<file path="src/logic/lds_pkg.sv">
package lds_pkg;
    // Word geometry
    localparam int WORD_W = 16;
    localparam int BIT_IDX_W = 5;
    localparam logic [4:0] LAST_BIT_IDX = 5'h10;
    localparam logic [4:0] FIRST_BIT_IDX = 5'h00;
    localparam logic [15:0] HEAD_WORD = 16'hFFFF;
    localparam logic IDLE_LEVEL = 1'b1;
    // Register bus geometry
    localparam int ADDR_W = 4;
    localparam int DATA_W = 32;
    localparam logic [3:0] OFS_CTRL = 4'h0;
    localparam logic [3:0] OFS_LEN = 4'h4;
    localparam logic [3:0] OFS_DATA = 4'h8;
    localparam logic [3:0] OFS_STATUS = 4'hC;
    // Control fields
    localparam int CTRL_LOCAL_GO = 0;
    localparam int CTRL_BCAST_GO = 1;
    localparam int CTRL_SINGLE_EDGE = 2;
    localparam int CTRL_W = 3;
    localparam logic [2:0] CTRL_RESET = 3'h0;
    // Status fields
    localparam int STAT_OVERFLOW = 0;
    localparam int STAT_UNDERFLOW = 1;
    // Frame length and word counter
    localparam int LEN_W = 8;
    localparam logic [7:0] LEN_RESET = 8'h01;
    localparam int WCNT_W = 9;
    localparam logic [8:0] WCNT_ONE = 9'h001;
    localparam logic [8:0] WCNT_ZERO = 9'h000;
    // Transmit word queue
    localparam int QUEUE_DEPTH = 4;
    localparam int QPTR_W = 2;
    localparam int QLVL_W = 3;
    localparam logic [2:0] QLVL_FULL = 3'h4;
    localparam logic [1:0] QPTR_ONE = 2'h1;
    localparam logic [2:0] QLVL_ONE = 3'h1;
    // Word group counter
    localparam logic [1:0] GROUP_LAST = 2'h3;
    // Frame sequencer states, encoded 00, 01, 10, 11 in order
    typedef enum logic [1:0] {LDS_IDLE, LDS_ACTIVE, LDS_END, LDS_ILLEGAL} lds_seq_e;
endpackage : lds_pkg

</file>
<file path="src/logic/lds_lane_if.sv">
`timescale 1ns/1ps
interface lds_lane_if;
    logic edge_fall;
    logic active;
    logic [4:0] bit_idx;
    logic [15:0] load_word;
    logic sdo;
    // Frame control side
    modport ctrl (output edge_fall, output active, output bit_idx, output load_word,
        input sdo);
    // Shifter side
    modport shifter (input edge_fall, input active, input bit_idx, input load_word,
        output sdo);
endinterface : lds_lane_if

</file>
<file path="src/logic/lds_tx_top.sv">
`timescale 1ns/1ps
module lds_tx_top (
    // Clock, reset, enable
    input wire logic clock,
    input wire logic sys_rst,
    input wire logic ce,
    // Register port
    input wire logic [3:0] reg_addr,
    input wire logic [31:0] reg_wdata,
    input wire logic reg_wr,
    input wire logic reg_rd,
    output logic [31:0] reg_rdata,
    // Clock sources from the timer
    input wire logic fast_clock_source,
    input wire logic slow_clock_source,
    // Start lines
    input wire logic ext_start_in,
    output logic sync_start_out,
    // Pins
    output logic serial_out_pin,
    output logic double_rate_clock_out,
    output logic shift_clock_out,
    // Events
    output logic group_done_event,
    output logic frame_done_event
);
    // Lane between frame control and shifter
    lds_lane_if lane ();

    // Clock source synchronisers
    logic fc_s1, fc_s2, fc_s3;
    logic sc_s1, sc_s2, sc_s3;
    // Filtered clock levels
    logic fc_level_r, sc_level_r;
    // Falling edge of the double-rate clock
    logic fall_edge;
    // Software registers
    logic [2:0] ctrl_r;
    logic [7:0] len_r;
    logic overflow_r, underflow_r;
    // Frame sequencer
    lds_pkg::lds_seq_e state_r, state_nxt;
    logic transfer_start;
    logic not_active;
    // Word and bit counters
    logic [8:0] wcnt_r;
    logic word_count_match;
    logic [4:0] bit_idx_r;
    logic bit_count_match;
    logic head_r;
    // Transmit word queue
    logic [15:0] q_mem [lds_pkg::QUEUE_DEPTH];
    logic [1:0] q_wr_r, q_rd_r;
    logic [2:0] q_lvl_r;
    logic q_push, q_pop, q_empty, q_starve;
    // Register strobes
    logic wr_ctrl, wr_len, wr_data, wr_status;
    // Frame event register
    logic frame_done_r;
    // Forwarded shift clock
    logic shift_clk_r;

    // Three-stage synchronisers on both clock sources
    always_ff @(posedge clock) begin
        if (sys_rst) begin
            fc_s1 <= 1'b0;
            fc_s2 <= 1'b0;
            fc_s3 <= 1'b0;
            sc_s1 <= 1'b0;
            sc_s2 <= 1'b0;
            sc_s3 <= 1'b0;
        end else if (ce) begin
            fc_s1 <= fast_clock_source;
            fc_s2 <= fc_s1;
            fc_s3 <= fc_s2;
            sc_s1 <= slow_clock_source;
            sc_s2 <= sc_s1;
            sc_s3 <= sc_s2;
        end
    end

    // Accept a new level only when stages two and three agree
    always_ff @(posedge clock) begin
        if (sys_rst) begin
            fc_level_r <= 1'b0;
            sc_level_r <= 1'b0;
        end else if (ce) begin
            if (fc_s2 == fc_s3) begin
                fc_level_r <= fc_s2;
            end
            if (sc_s2 == sc_s3) begin
                sc_level_r <= sc_s2;
            end
        end
    end

    // All transmit timing hangs off this edge
    assign fall_edge = ce && fc_s2 == fc_s3 && fc_level_r && !fc_s2;

    // Clocks forwarded to pins; single-edge mode sends the fast clock as shift clock
    always_ff @(posedge clock) begin
        if (sys_rst) begin
            shift_clk_r <= 1'b0;
        end else if (ce) begin
            shift_clk_r <= ctrl_r[lds_pkg::CTRL_SINGLE_EDGE] ? fc_level_r : sc_level_r;
        end
    end
    assign double_rate_clock_out = fc_level_r;
    assign shift_clock_out = shift_clk_r;

    // Register address decode
    assign wr_ctrl = reg_wr && reg_addr == lds_pkg::OFS_CTRL;
    assign wr_len = reg_wr && reg_addr == lds_pkg::OFS_LEN;
    assign wr_data = reg_wr && reg_addr == lds_pkg::OFS_DATA;
    assign wr_status = reg_wr && reg_addr == lds_pkg::OFS_STATUS;

    // Control and length registers
    always_ff @(posedge clock) begin
        if (sys_rst) begin
            ctrl_r <= lds_pkg::CTRL_RESET;
            len_r <= lds_pkg::LEN_RESET;
        end else if (ce) begin
            if (wr_ctrl) begin
                ctrl_r <= reg_wdata[lds_pkg::CTRL_W-1:0];
            end
            if (wr_len) begin
                len_r <= reg_wdata[lds_pkg::LEN_W-1:0];
            end
        end
    end

    // Only the broadcast bit leaves the block as the shared start
    assign sync_start_out = ctrl_r[lds_pkg::CTRL_BCAST_GO];
    // Local bit or the shared line starts a frame
    assign transfer_start = ctrl_r[lds_pkg::CTRL_LOCAL_GO] || ext_start_in;

    // Frame sequencer next state
    always_comb begin
        case (state_r)
            lds_pkg::LDS_IDLE: begin
                state_nxt = (transfer_start && !word_count_match) ?
                    lds_pkg::LDS_ACTIVE : lds_pkg::LDS_IDLE;
            end
            lds_pkg::LDS_ACTIVE: begin
                state_nxt = word_count_match ? lds_pkg::LDS_END : lds_pkg::LDS_ACTIVE;
            end
            lds_pkg::LDS_END: begin
                state_nxt = transfer_start ? lds_pkg::LDS_END : lds_pkg::LDS_IDLE;
            end
            default: begin
                state_nxt = lds_pkg::LDS_IDLE;
            end
        endcase
    end

    // Frame sequencer state
    always_ff @(posedge clock) begin
        if (sys_rst) begin
            state_r <= lds_pkg::LDS_IDLE;
        end else if (ce) begin
            state_r <= state_nxt;
        end
    end

    // Low only while transmitting
    assign not_active = state_r != lds_pkg::LDS_ACTIVE;

    // Words left: head word plus programmed data words
    always_ff @(posedge clock) begin
        if (sys_rst) begin
            wcnt_r <= lds_pkg::WCNT_ZERO;
        end else if (ce) begin
            if (state_r == lds_pkg::LDS_IDLE) begin
                wcnt_r <= {1'b0, len_r} + lds_pkg::WCNT_ONE;
            end else if (bit_count_match && wcnt_r != lds_pkg::WCNT_ZERO) begin
                wcnt_r <= wcnt_r - lds_pkg::WCNT_ONE;
            end
        end
    end
    assign word_count_match = wcnt_r == lds_pkg::WCNT_ZERO;

    // Bit position within the 17-bit slot
    always_ff @(posedge clock) begin
        if (sys_rst) begin
            bit_idx_r <= lds_pkg::FIRST_BIT_IDX;
        end else if (ce) begin
            if (not_active) begin
                bit_idx_r <= lds_pkg::FIRST_BIT_IDX;
            end else if (fall_edge) begin
                bit_idx_r <= (bit_idx_r == lds_pkg::LAST_BIT_IDX) ?
                    lds_pkg::FIRST_BIT_IDX : bit_idx_r + 5'h01;
            end
        end
    end
    assign bit_count_match = fall_edge && !not_active &&
        bit_idx_r == lds_pkg::LAST_BIT_IDX;

    // First slot of a frame carries the all-ones head word
    always_ff @(posedge clock) begin
        if (sys_rst) begin
            head_r <= 1'b1;
        end else if (ce) begin
            if (not_active) begin
                head_r <= 1'b1;
            end else if (bit_count_match) begin
                head_r <= 1'b0;
            end
        end
    end

    // Queue pull at the start of each data slot
    assign q_empty = q_lvl_r == 3'h0;
    assign q_starve = fall_edge && !not_active && !head_r &&
        bit_idx_r == lds_pkg::FIRST_BIT_IDX;
    assign q_pop = q_starve && !q_empty;
    assign q_push = ce && wr_data && q_lvl_r != lds_pkg::QLVL_FULL;

    // Queue storage
    always_ff @(posedge clock) begin
        if (q_push) begin
            q_mem[q_wr_r] <= reg_wdata[lds_pkg::WORD_W-1:0];
        end
    end

    // Queue pointers and level
    always_ff @(posedge clock) begin
        if (sys_rst) begin
            q_wr_r <= '0;
            q_rd_r <= '0;
            q_lvl_r <= '0;
        end else if (ce) begin
            if (q_push) begin
                q_wr_r <= q_wr_r + lds_pkg::QPTR_ONE;
            end
            if (q_pop) begin
                q_rd_r <= q_rd_r + lds_pkg::QPTR_ONE;
            end
            if (q_push && !q_pop) begin
                q_lvl_r <= q_lvl_r + lds_pkg::QLVL_ONE;
            end else if (q_pop && !q_push) begin
                q_lvl_r <= q_lvl_r - lds_pkg::QLVL_ONE;
            end
        end
    end

    // Sticky queue errors; a new error wins over the clear
    always_ff @(posedge clock) begin
        if (sys_rst) begin
            overflow_r <= 1'b0;
            underflow_r <= 1'b0;
        end else if (ce) begin
            if (wr_data && q_lvl_r == lds_pkg::QLVL_FULL) begin
                overflow_r <= 1'b1;
            end else if (wr_status && reg_wdata[lds_pkg::STAT_OVERFLOW]) begin
                overflow_r <= 1'b0;
            end
            if (q_starve && q_empty) begin
                underflow_r <= 1'b1;
            end else if (wr_status && reg_wdata[lds_pkg::STAT_UNDERFLOW]) begin
                underflow_r <= 1'b0;
            end
        end
    end

    // Drive the shifter lane
    assign lane.edge_fall = fall_edge;
    assign lane.active = !not_active;
    assign lane.bit_idx = bit_idx_r;
    assign lane.load_word = head_r ? lds_pkg::HEAD_WORD :
        (q_empty ? '0 : q_mem[q_rd_r]);

    // Shifter
    lds_shift_serializer u_ser (
        .clock(clock),
        .sys_rst(sys_rst),
        .ce(ce),
        .lane(lane)
    );
    assign serial_out_pin = lane.sdo;

    // Four-word group counter
    lds_word_group_counter u_grp (
        .clock(clock),
        .sys_rst(sys_rst),
        .ce(ce),
        .not_active(not_active),
        .bit_match(bit_count_match),
        .group_event(group_done_event)
    );

    // Frame end event as the sequencer leaves the active state
    always_ff @(posedge clock) begin
        if (sys_rst) begin
            frame_done_r <= 1'b0;
        end else begin
            frame_done_r <= ce && state_r == lds_pkg::LDS_ACTIVE &&
                state_nxt == lds_pkg::LDS_END;
        end
    end
    assign frame_done_event = frame_done_r;

    // Read data, one cycle after the strobe
    always_ff @(posedge clock) begin
        if (sys_rst) begin
            reg_rdata <= '0;
        end else if (ce) begin
            if (!reg_rd) begin
                reg_rdata <= '0;
            end else if (reg_addr == lds_pkg::OFS_CTRL) begin
                reg_rdata <= {29'h0, ctrl_r};
            end else if (reg_addr == lds_pkg::OFS_LEN) begin
                reg_rdata <= {24'h0, len_r};
            end else if (reg_addr == lds_pkg::OFS_STATUS) begin
                reg_rdata <= {8'h0, wcnt_r, 3'h0, bit_idx_r, q_lvl_r, state_r,
                    underflow_r, overflow_r};
            end else begin
                reg_rdata <= '0;
            end
        end
    end
endmodule : lds_tx_top

</file>
<file path="src/logic/lds_word_group_counter.sv">
`timescale 1ns/1ps
module lds_word_group_counter (
    // Clock and reset
    input wire logic clock,
    input wire logic sys_rst,
    input wire logic ce,
    // Frame status
    input wire logic not_active,
    input wire logic bit_match,
    // Event out
    output logic group_event
);
    // Words seen in current group
    logic [1:0] grp_r;

    // Advance per word, forced to zero outside frames
    always_ff @(posedge clock) begin
        if (sys_rst) begin
            grp_r <= 2'h0;
        end else if (ce) begin
            if (not_active) begin
                grp_r <= 2'h0;
            end else if (bit_match) begin
                grp_r <= grp_r + 2'h1;
            end
        end
    end

    // Pulse when the fourth word closes
    always_ff @(posedge clock) begin
        if (sys_rst) begin
            group_event <= 1'b0;
        end else begin
            group_event <= ce && !not_active && bit_match && grp_r == lds_pkg::GROUP_LAST;
        end
    end
endmodule : lds_word_group_counter

</file>
<file path="src/logic/lds_shift_serializer.sv">
`timescale 1ns/1ps
module lds_shift_serializer (
    // Clock and reset
    input wire logic clock,
    input wire logic sys_rst,
    input wire logic ce,
    // Lane from frame control
    lds_lane_if.shifter lane
);
    // Remaining bits of the word
    logic [15:0] shift_r;
    // Last data bit, source of the check bit
    logic last_r;
    // Line level
    logic sdo_r;

    assign lane.sdo = sdo_r;

    // One bit per falling edge of the double-rate clock
    always_ff @(posedge clock) begin
        if (sys_rst) begin
            shift_r <= '0;
            last_r <= 1'b0;
            sdo_r <= lds_pkg::IDLE_LEVEL;
        end else if (ce && lane.edge_fall) begin
            if (!lane.active) begin
                sdo_r <= lds_pkg::IDLE_LEVEL;
            end else if (lane.bit_idx == lds_pkg::FIRST_BIT_IDX) begin
                sdo_r <= lane.load_word[15];
                shift_r <= {lane.load_word[14:0], 1'b0};
                last_r <= lane.load_word[0];
            end else if (lane.bit_idx == lds_pkg::LAST_BIT_IDX) begin
                // Check bit is the inverse of the last data bit
                sdo_r <= !last_r;
            end else begin
                sdo_r <= shift_r[15];
                shift_r <= {shift_r[14:0], 1'b0};
            end
        end
    end
endmodule : lds_shift_serializer

</file>
<file path="config.mk">
export PLATFORM = sky130hd
export DESIGN_NAME = lds_tx_top
export DESIGN_NICKNAME = d
export VERILOG_FILES = /design/src/logic/lds_pkg.sv /design/src/logic/lds_lane_if.sv /design/src/logic/lds_tx_top.sv /design/src/logic/lds_word_group_counter.sv /design/src/logic/lds_shift_serializer.sv
export SDC_FILE = /design/constraint.sdc
export NUM_CORES = 1
export LEC_CHECK = 0
export ABC_AREA = 0
export BUFFER_PORTS_ARGS = -buffer_cell sky130_fd_sc_hd__buf_4
export CAP_MARGIN = 20
export CORE_ASPECT_RATIO = 2
export CORE_MARGIN = 4
export CORE_UTILIZATION = 25
export DETAILED_ROUTE_END_ITERATION = 12
export PLACE_DENSITY_LB_ADDON = 0.2
export SLEW_MARGIN = 20
export SYNTH_ARGS = -nofsm -noshare
export SYNTH_HDL_FRONTEND = slang
export SYNTH_SLANG_ARGS = --single-unit
</file>
<file path="constraint.sdc">
create_clock -name clock -period 4.37 [get_ports clock]
set_input_delay 0.6555 -clock clock [delete_from_list [all_inputs] [get_ports clock]]
set_output_delay 0.6555 -clock clock [all_outputs]
set_load 0.03 [all_outputs]
</file>
# After elaboration in Yosys (flattened, before gate mapping)
# Memories as Yosys holds them, arrays and structs flattened. A register that Yosys moved wholly into a read port is not among the register bits.
# Index checks and enable logic that the tools add are counted.
[op_classes]
n_eq_ne = 14
n_mux = 35
addsub = 8
reduce_logical = 63
bitwise = 1
[ops]
columns = ["op", "n"]
rows = [
  ["two-way mux 24 bit", 4],
  ["two-way mux 16 bit", 4],
  ["logical AND 1 bit", 28],
  ["AND reduction 2 bit", 12],
  ["two-way mux 9 bit", 2],
  ["two-way mux 5 bit", 3],
  ["two-way mux 1 bit", 13],
  ["two-way mux 2 bit", 6],
  ["nonzero test 2 bit", 6],
  ["adder 8 x 1 -> 9 bit, second input constant", 1],
  ["zero test 9 bit", 1],
  ["nonzero test 9 bit", 1],
  ["subtractor 9 x 1 -> 9 bit, second input constant", 1],
  ["== test 4 bit, second input constant", 2],
  ["zero test 1 bit", 8],
  ["adder 2 x 1 -> 2 bit, second input constant", 3],
  ["== test 2 bit, second input constant", 3],
  ["two-way mux 3 bit", 2],
  ["one-hot mux 2 bit (3 select lines)", 1],
  ["AND reduction 3 bit", 2],
  ["adder 5 x 1 -> 5 bit, second input constant", 1],
  ["== test 5 bit, second input constant", 1],
  ["zero test 5 bit", 1],
  ["== test 4 x 3 -> 1 bit, second input constant", 1],
  ["other kinds (12)", 14],
]
[totals]
n_memories = 1
wordCells = 149
out_inout_bits = 38
ramBits = 64
reg_bits = 100
input_bits = 44
[memory_table]
columns = ["memory", "depth", "width", "read_ports", "rd_ports_with_merged_regs", "wr", "line_no", "source"]
rows = [
  ["q_mem", 4, 16, 1, 1, 1, "lds_tx_top.sv:52", "logic [15:0] q_mem [lds_pkg::QUEUE_DEPTH];"],
]

# Logic depth before layout (Yosys ltp)
# Gate-level depths: netlist of run 1.
[logic_depth]
depth_word = 12
ltp_mapped = 12
mapped_depth_nobuf = 12

# Modules after synthesis
# A second synthesis of run 1 with hierarchy kept.
[unflattened]
hier_cells = 606
hier_area_um2 = 6931.6
[by_module_without_submodules]
columns = ["module", "area_per_inst_um2", "instances", "seq_area_each_um2", "cells_each"]
rows = [
  ["lds_tx_top", 5810.6, 1, 3323.2, 495],
  ["lds_shift_serializer", 968.4, 1, 340.3, 98],
  ["lds_word_group_counter", 152.6, 1, 60.1, 13],
]

# Worst setup path before layout of run 1
# No wires, ideal clock.
[synth_path]
kind = "input to register"
start = "input ce"
end = "register q_lvl_r[2]"
n_path_buf = 1
setup_time_ns = 0.128
path_slack_ns = 1.762
path_stages = 11
required_ns = 4.242
arrival_time_ns = 2.481
path_cell_list = "buf_6 and4bb_2 nand2_1 a211oi_4 ha_1 inv_1 fa_1 xnor2_1 nand2_1 xor2_1 nor2_1"
[synth_between]
elab_chain_cells = 11
elab_cells_between_ends = 16
classes_between = "mux (1); reduce/logical (15)"
[synth_rtl]
columns = ["item", "line_no", "source"]
rows = [
  ["start: declaration", "lds_tx_top.sv:6", "input wire logic ce,"],
  ["logical AND 1 bit (3 in series)", "lds_tx_top.sv:98", "assign fall_edge = ce && fc_s2 == fc_s3 && fc_level_r && !fc_s2;"],
  ["logical AND 1 bit (3 in series)", "lds_tx_top.sv:213", "assign q_starve = fall_edge && !not_active && !head_r &&"],
  ["logical AND 1 bit", "lds_tx_top.sv:215", "assign q_pop = q_starve && !q_empty;"],
  ["zero test 1 bit", "lds_tx_top.sv:238", "if (q_push && !q_pop) begin"],
  ["logical AND 1 bit", "lds_tx_top.sv:238", ""],
  ["nonzero test 2 bit (no source line)", "-", ""],
  ["AND reduction 2 bit (no source line)", "-", ""],
  ["end signal: assignment", "lds_tx_top.sv:239", "q_lvl_r <= q_lvl_r + lds_pkg::QLVL_ONE;"],
  ["end signal: assignment", "lds_tx_top.sv:241", "q_lvl_r <= q_lvl_r - lds_pkg::QLVL_ONE;"],
  ["end: declaration", "lds_tx_top.sv:54", "logic [2:0] q_lvl_r;"],
]
# Several ways; a longest one is shown, not always the timed one.
# A chain may end at the register's enable or synchronous reset.

# Worst setup path in the final report of run 1
# Same ends and word-level chain as after synthesis.

==> flow_metrics.tcl, run 1 <==
set metrics [dict create \
    final-setup-viol-count 0 \
    drc 0 \
    post_synth_edffs 64 \
    tritoncts.num_buffers 17 \
    global_route.overflow_total 0 \
    first_pass_grt_wire_length_mm 26.3 \
    worst-setup-path-type "input port to flip-flop" \
    htree_num_levels 4 \
    yosys_register_bits 154 \
    cts.clk_slew.worst_paths_ps 70 \
    cp_startpoint_kind "input port" \
    finClkSkew_ps 8.06 \
    ys.warnings.count 0 \
    design.die.area_sq_um 29600 \
    cp_cell_sequence "buf_4, and4bb_2, nand2_1, a211oi_4, ha_1, inv_1, fa_1, xnor2_1, nand2_1, xor2_1, nor2_1" \
    cts_resized 0 \
    die_width_microns 124 \
    portion_of_netlist_area_occupied_by_mux_cells 0.0980 \
    synth_ff_type "dfxtp_1" \
    result_of_the_run "complete, no violations" \
    synthArstFlopShare 0 \
    max-slew-margin-rel 0.295 \
    hold_path_class "input port to flip-flop" \
    cts_root_buffer "clkbuf_16" \
    setup-tns-final_ps 0 \
    timing.critical_path.to_type "flip-flop" \
    crit_path_max_incr_delay_ps 370 \
    cp.arrival_ps 2900 \
    crit_share_post_route 0.597 \
    grt_start_max_net_pins 81 \
    max_cap_violations 0 \
    global_route.usage.total 0.120 \
    cts_tree "done" \
    first_global_vias 4684 \
    vias_per_cell 4.52 \
    cellPowerDensity_nw_per_um2 405 \
    placed_wire_length_estimate_mm 12.2 \
    antenna_cells 0 \
    drv_slew 0 \
    max-vdd-ir-drop_uv 256 \
    grt_setup_unrepaired "false" \
    cts.path.max_buffers 2 \
    crit_slowest_cell "fa_1" \
    drt-initial-drc-count 139 \
    drt_wl_total_mm 16.7 \
    hold_buffers 0 \
    timing.critical_path.required_ps 4660 \
    coreArea_sq_um 26400 \
    synth.lib_cells_used.distinct 65 \
    synth-seq-area-share 0.556 \
    fillers 2672 \
    synth_top_family_by_area "simple AND/OR/NAND/NOR gates" \
    post_cts.repair.setup_buffers 0 \
    postPlaceCellArea_sq_um 7350 \
    routedWlPerCell_microns 17.0 \
    area_growth_syn_to_layout_pct 18.8 \
    layout_min_cycle_time_ps 2610 \
    place.port_buffers 54 \
    initial_core_util 0.254 \
    achievable-frequency_mhz 383 \
    netlist_area_sq_um 6700 \
    share_of_cells_above_drive_strength_1 0.206 \
    clock_latency_on_the_worst_skew_pair_ps 430 \
    register_area_sq_um 3720 \
    die-height_microns 240 \
    finalInstanceArea_sq_um 7960 \
    final_cell_mix "dfxtp_1, nor2_1, nand2_1, edfxtp_1, buf_4" \
    hold_viol 0 \
    via_count 4450 \
    syn-instance-count 586 \
    worst-r2r-setup-slack_ps 1770 \
    tightestPinTransition_ps 1050 \
    synth_compound_area_frac 0.106 \
    maximum_fanout_count_along_the_critical_path 18 \
    ant_nets 0 \
    final_common_cell "dfxtp_1" \
    synth-xor-area-share 0.0196 \
    combined_area_of_the_multi_input_logic_cells_sq_um 2750 \
    fin_nets 685 \
    yosys.area_share.adder 0.0235 \
    basic_gate_share_of_the_synthesized_area_counting_and_or_nand_and_nor_cells 0.157 \
    post-route-util 0.302 \
    drtPass1Iterations 4 \
    initial_antenna_violation_count 0 \
    cellLeakagePower_nw 2.82 \
    num_io_pins 82 \
    critical_path_s_most_frequent_cell "nand2_1" \
    post_synth.cell_area_avg_sq_um 11.4 \
    globalplace.congestion 0.772 \
    clock_sink_count 154 \
    num_rows 84 \
]
final timing paths:
path | from | end | depth (start not counted)
worst max-delay path | ce | q_lvl_r[2]$_SDFFE_PP0P_ | 11
worst min-delay path | reg_wdata[8] | q_mem[1][8]$_DFFE_PP_ | 1
worst max register to register | bit_idx_r[0]$_SDFFE_PP0P_ | q_lvl_r[1]$_SDFFE_PP0P_ | 10
worst min register to register | u_ser.shift_r[2]$_SDFFE_PP0P_ | u_ser.shift_r[2]$_SDFFE_PP0P_ | 2
Yosys cell counts, drive strengths merged, types with 8 or more instances:
cell type | count | share of area
dfxtp | 90 | 0.27
nor2 | 70 | 0.039
nand2 | 65 | 0.037
edfxtp | 64 | 0.29
a21oi | 36 | 0.028
mux2i | 24 | 0.036
buf | 23 | 0.022
a22oi | 22 | 0.025
o21ai | 21 | 0.016
clkbuf | 17 | 0.011
mux4 | 16 | 0.054
o211ai | 16 | 0.019
nand3 | 12 | 0.0090
ha | 11 | 0.021
inv | 10 | 0.0063
and2 | 8 | 0.0075
nor3 | 8 | 0.0093
xor2 | 8 | 0.010
final cells by class:
| type | count | area share |
|---|---|---|
| sequential | 154 | 0.468 |
| multi-input combinational | 392 | 0.345 |
| tap | 344 | 0.0541 |
| clock buffer | 17 | 0.0535 |
| timing repair buffer | 54 | 0.0509 |
| clock inverter | 14 | 0.0228 |
| inverter | 10 | 0.00535 |
cells by family (layout without fill, tap and decap cells):
group           Yosys count  in the layout
mux                      45             45
compound gates          109            109
simple gates            200            200
flops                   154            154
fa+ha+maj                12             12
xor+xnor                 15             15
buf+inv                  50             95
other cells               1             11
report_power, final:
part	internal (mW)	total, mW	switching (mW)
registers	1.51	1.53	0.0174
clock network	0.865	1.51	0.644
logic	0.0645	0.189	0.125
stage by stage:
| step | worst slack [ps] | hold slack (ps) | power, mW | cells |
|---|---|---|---|---|
| 4_1_cts | 1730 | 402 | 3.27 | 985 |
| 3_5_place_dp | 1310 | 445 | 1.75 | 954 |
| 3_3_place_gp | 1310 | 439 | 1.75 | 954 |
| 2_1_floorplan | 1760 | 431 | 1.69 | 596 |
| 6_report | 1760 | 425 | 3.22 | 985 |
| 5_1_grt | 1510 | 398 | 3.36 | 985 |
worst max-delay path: cells and delay by family:
family / cells / cell delay (ps)
buffers and inverters: 2 / 340
adder cells (fa/ha/maj): 2 / 620
XOR/XNOR: 2 / 310
AND/OR/NAND/NOR: 4 / 580
AO/OA/AOI/OAI: 1 / 360
sequential cells by signal, indices dropped and copies added (netlist names), 2 cells and up, named ones only:
signal and count:
q_mem 64, reg_rdata 21, u_ser.shift_r 15, wcnt_r 9, len_r 8, bit_idx_r 5
ctrl_r 3, q_lvl_r 3, q_rd_r 2, q_wr_r 2, state_r 2, u_grp.grp_r 2
per-layer routing:
layer | GRT usage | wire length [microns] | vias to the layer above
met5 | 0 | 0 | -
met4 | 0.0565 | 507 | 0
met3 | 0.0269 | 462 | 18
met2 | 0.230 | 9770 | 75
met1 | 0.119 | 6000 | 2169
li1 | - | - | 2188
No activity file was read; power rests on OpenSTA's default activity.
==> inputs of run 2 (changes only) <==
Clock period 4.37 ns to 2.1 ns, I/O delays scaled along.
==> run 2 against run 1 <==
  * The flow now finishes with violations (setup timing)
  * Via count up 6.9%
  * Hold slack worse by 350 ps
  * Wire length up 8.7%
  * Non-clock buffer count up 51
  * Die area unchanged
  * Critical path depth down 1
  * Utilization up 1.9 points
  * Global-route usage up 1.1 points
  * Clock-buffer cell count up 1
  * Sequential share of layout area down 2.7 points
  * Sequential cell count unchanged
  * First-iteration DRC count up 24%
  * Critical path type is now flip-flop to flip-flop
  * Highest routed layer unchanged
==> flow_metrics.tcl, run 2 (synthesis gave the netlist of run 1 again) <==
set metrics [dict create \
    cellLeakagePower_nw 3.09 \
    ant_nets 0 \
    worst-setup-path-type "flip-flop to flip-flop" \
    grt_start_max_net_pins 58 \
    crit_slowest_cell "fa_2" \
    largest-register "q_mem" \
    finClkSkew_ps 10.2 \
    final_cells 1037 \
    top_signal_layer_used "met4" \
    hold_path_class "input port to flip-flop" \
    fillers 2647 \
    vias_per_cell 4.59 \
    first_global_vias 5046 \
    drt_wl_total_mm 18.2 \
    cp_cell_sequence "inv_2, ha_4, nor3b_4, nand4bb_4, or3_4, ha_4, inv_2, fa_2, mux2i_1, nor2_1" \
    tightestPinTransition_ps 638 \
    worst-r2r-setup-slack_ps -180 \
    global_route.usage.total 0.131 \
    dp.cells 1004 \
    num_rows 84 \
    cts_tree "done" \
    global_route.overflow_total 0 \
    via_count 4755 \
    timing.critical_path.required_ps 2420 \
    first_pass_grt_wire_length_mm 28.7 \
    coreArea_sq_um 26400 \
    drt-initial-drc-count 173 \
    achievable-frequency_mhz 439 \
    antenna_cells 0 \
    cts_root_buffer "clkbuf_16" \
    route.met2.wl_mm 10.7 \
    postLayoutSetupSlackWorst_ps -176 \
    timing.critical_path.to_type "flip-flop" \
    design.die.area_sq_um 29600 \
    crit_path_max_incr_delay_ps 410 \
    cp_startpoint_kind "flip-flop" \
    globalplace.congestion 0.771 \
    routedWlPerCell_microns 17.5 \
    tritoncts.num_buffers 17 \
    final_cell_mix "buf_4, dfxtp_1, nor2_1, edfxtp_1, nand2_1" \
    post-route-util 0.321 \
    layout_min_cycle_time_ps 2280 \
    result_of_the_run "finished with violations" \
    routed_wl_met3_microns 484 \
    crit_share_post_route 1.08 \
    cts.clk_slew.worst_paths_ps 70 \
    drtPass1Iterations 4 \
    place.port_buffers 54 \
    failed_checks "setup timing" \
    initial_core_util 0.254 \
    maximum_fanout_count_along_the_critical_path 2 \
    clock_latency_on_the_worst_skew_pair_ps 430 \
    dp_slack_ps -226 \
    grt_setup_unrepaired "true" \
    share_of_cells_above_drive_strength_1 0.280 \
    fin_nets 736 \
    cp.arrival_ps 2590 \
    wirelength_met1_mm 6.37 \
    placed_wire_length_estimate_mm 13.5 \
    die_width_microns 124 \
    clock_sink_count 154 \
    final_common_cell "buf_4" \
    hold_buffers 0 \
    htree_num_levels 4 \
    drv_slew 0 \
    final-setup-viol-count 2 \
    setup-tns-final_ps -261 \
    cts.path.max_buffers 2 \
    worst-path-buf-inv 2 \
    area_growth_syn_to_layout_pct 26.2 \
    cellPowerDensity_nw_per_um2 793 \
    die-height_microns 240 \
    initial_antenna_violation_count 0 \
    hold_viol 0 \
    max-vdd-ir-drop_uv 438 \
    max_cap_violations 0 \
    largest_reg_flops 64 \
    num_io_pins 82 \
    largest_registers "q_mem: 64 flops, reg_rdata: 21 flops, u_ser.shift_r: 15 flops" \
    drc 0 \
    crit_family "simple AND/OR/NAND/NOR gates" \
    max-slew-margin-rel 0.575 \
]
run 2: cell type report:
cell class	instances	area [sq um]	share of cell area
multi-input combinational	392	2810	0.332
tap	344	430	0.0509
inverter	10	42.5	0.00503
timing repair buffer	105	867	0.103
clock inverter	14	154	0.0182
sequential	154	3730	0.441
clock buffer	18	429	0.0508
run 2: per-layer routing:
metal  global-route usage  up-vias
met2                0.255       92
met4               0.0666        0
met3               0.0239       29
met5                    0        -
met1                0.126     2342
li1                     -     2292
run 2: metrics by stage:
step	hold slack, ps	area [sq um]	power (mW)
global placement	439	7850	3.71
CTS	54.4	8440	6.81
detailed placement	444	7850	3.72
global route	57.7	8460	6.97
finish	78.4	8460	6.71
floorplan	414	6780	3.53
run 2: worst reg2reg max path, delay by kind of cell (launching register included):
kind                       cells  cell delay [ps]
adders and majority gates      3              720
muxes                          1              190
and+or+nand+nor                4              830
buffers and inverters          2              110
DFF                            1              320
run 2: path summary, 6_finish.rpt:
| kind | cells past startpoint | to | startpoint |
|---|---|---|---|
| max | 10 | q_lvl_r[1]$_SDFFE_PP0P_ | bit_idx_r[1]$_SDFFE_PP0P_ |
| min reg2reg | 2 | u_ser.shift_r[2]$_SDFFE_PP0P_ | u_ser.shift_r[2]$_SDFFE_PP0P_ |
| min | 1 | q_mem[2][9]$_DFFE_PP_ | reg_wdata[9] |
| max reg2reg | 10 | q_lvl_r[1]$_SDFFE_PP0P_ | bit_idx_r[1]$_SDFFE_PP0P_ |
run 2: timing repair:
action / CTS / global route
pin swaps: 3 / 1
setup buffers: 1 / 0
gates resized for setup: 1 / 3
endpoints found under the setup margin: 3 / 3
run 2: power by group:
part	total [mW]	internal (mW)	switching [mW]
Clock	3.05	1.68	1.37
Sequential	3.17	3.14	0.0281
Combinational	0.486	0.191	0.295
Total	6.71	5.01	1.69
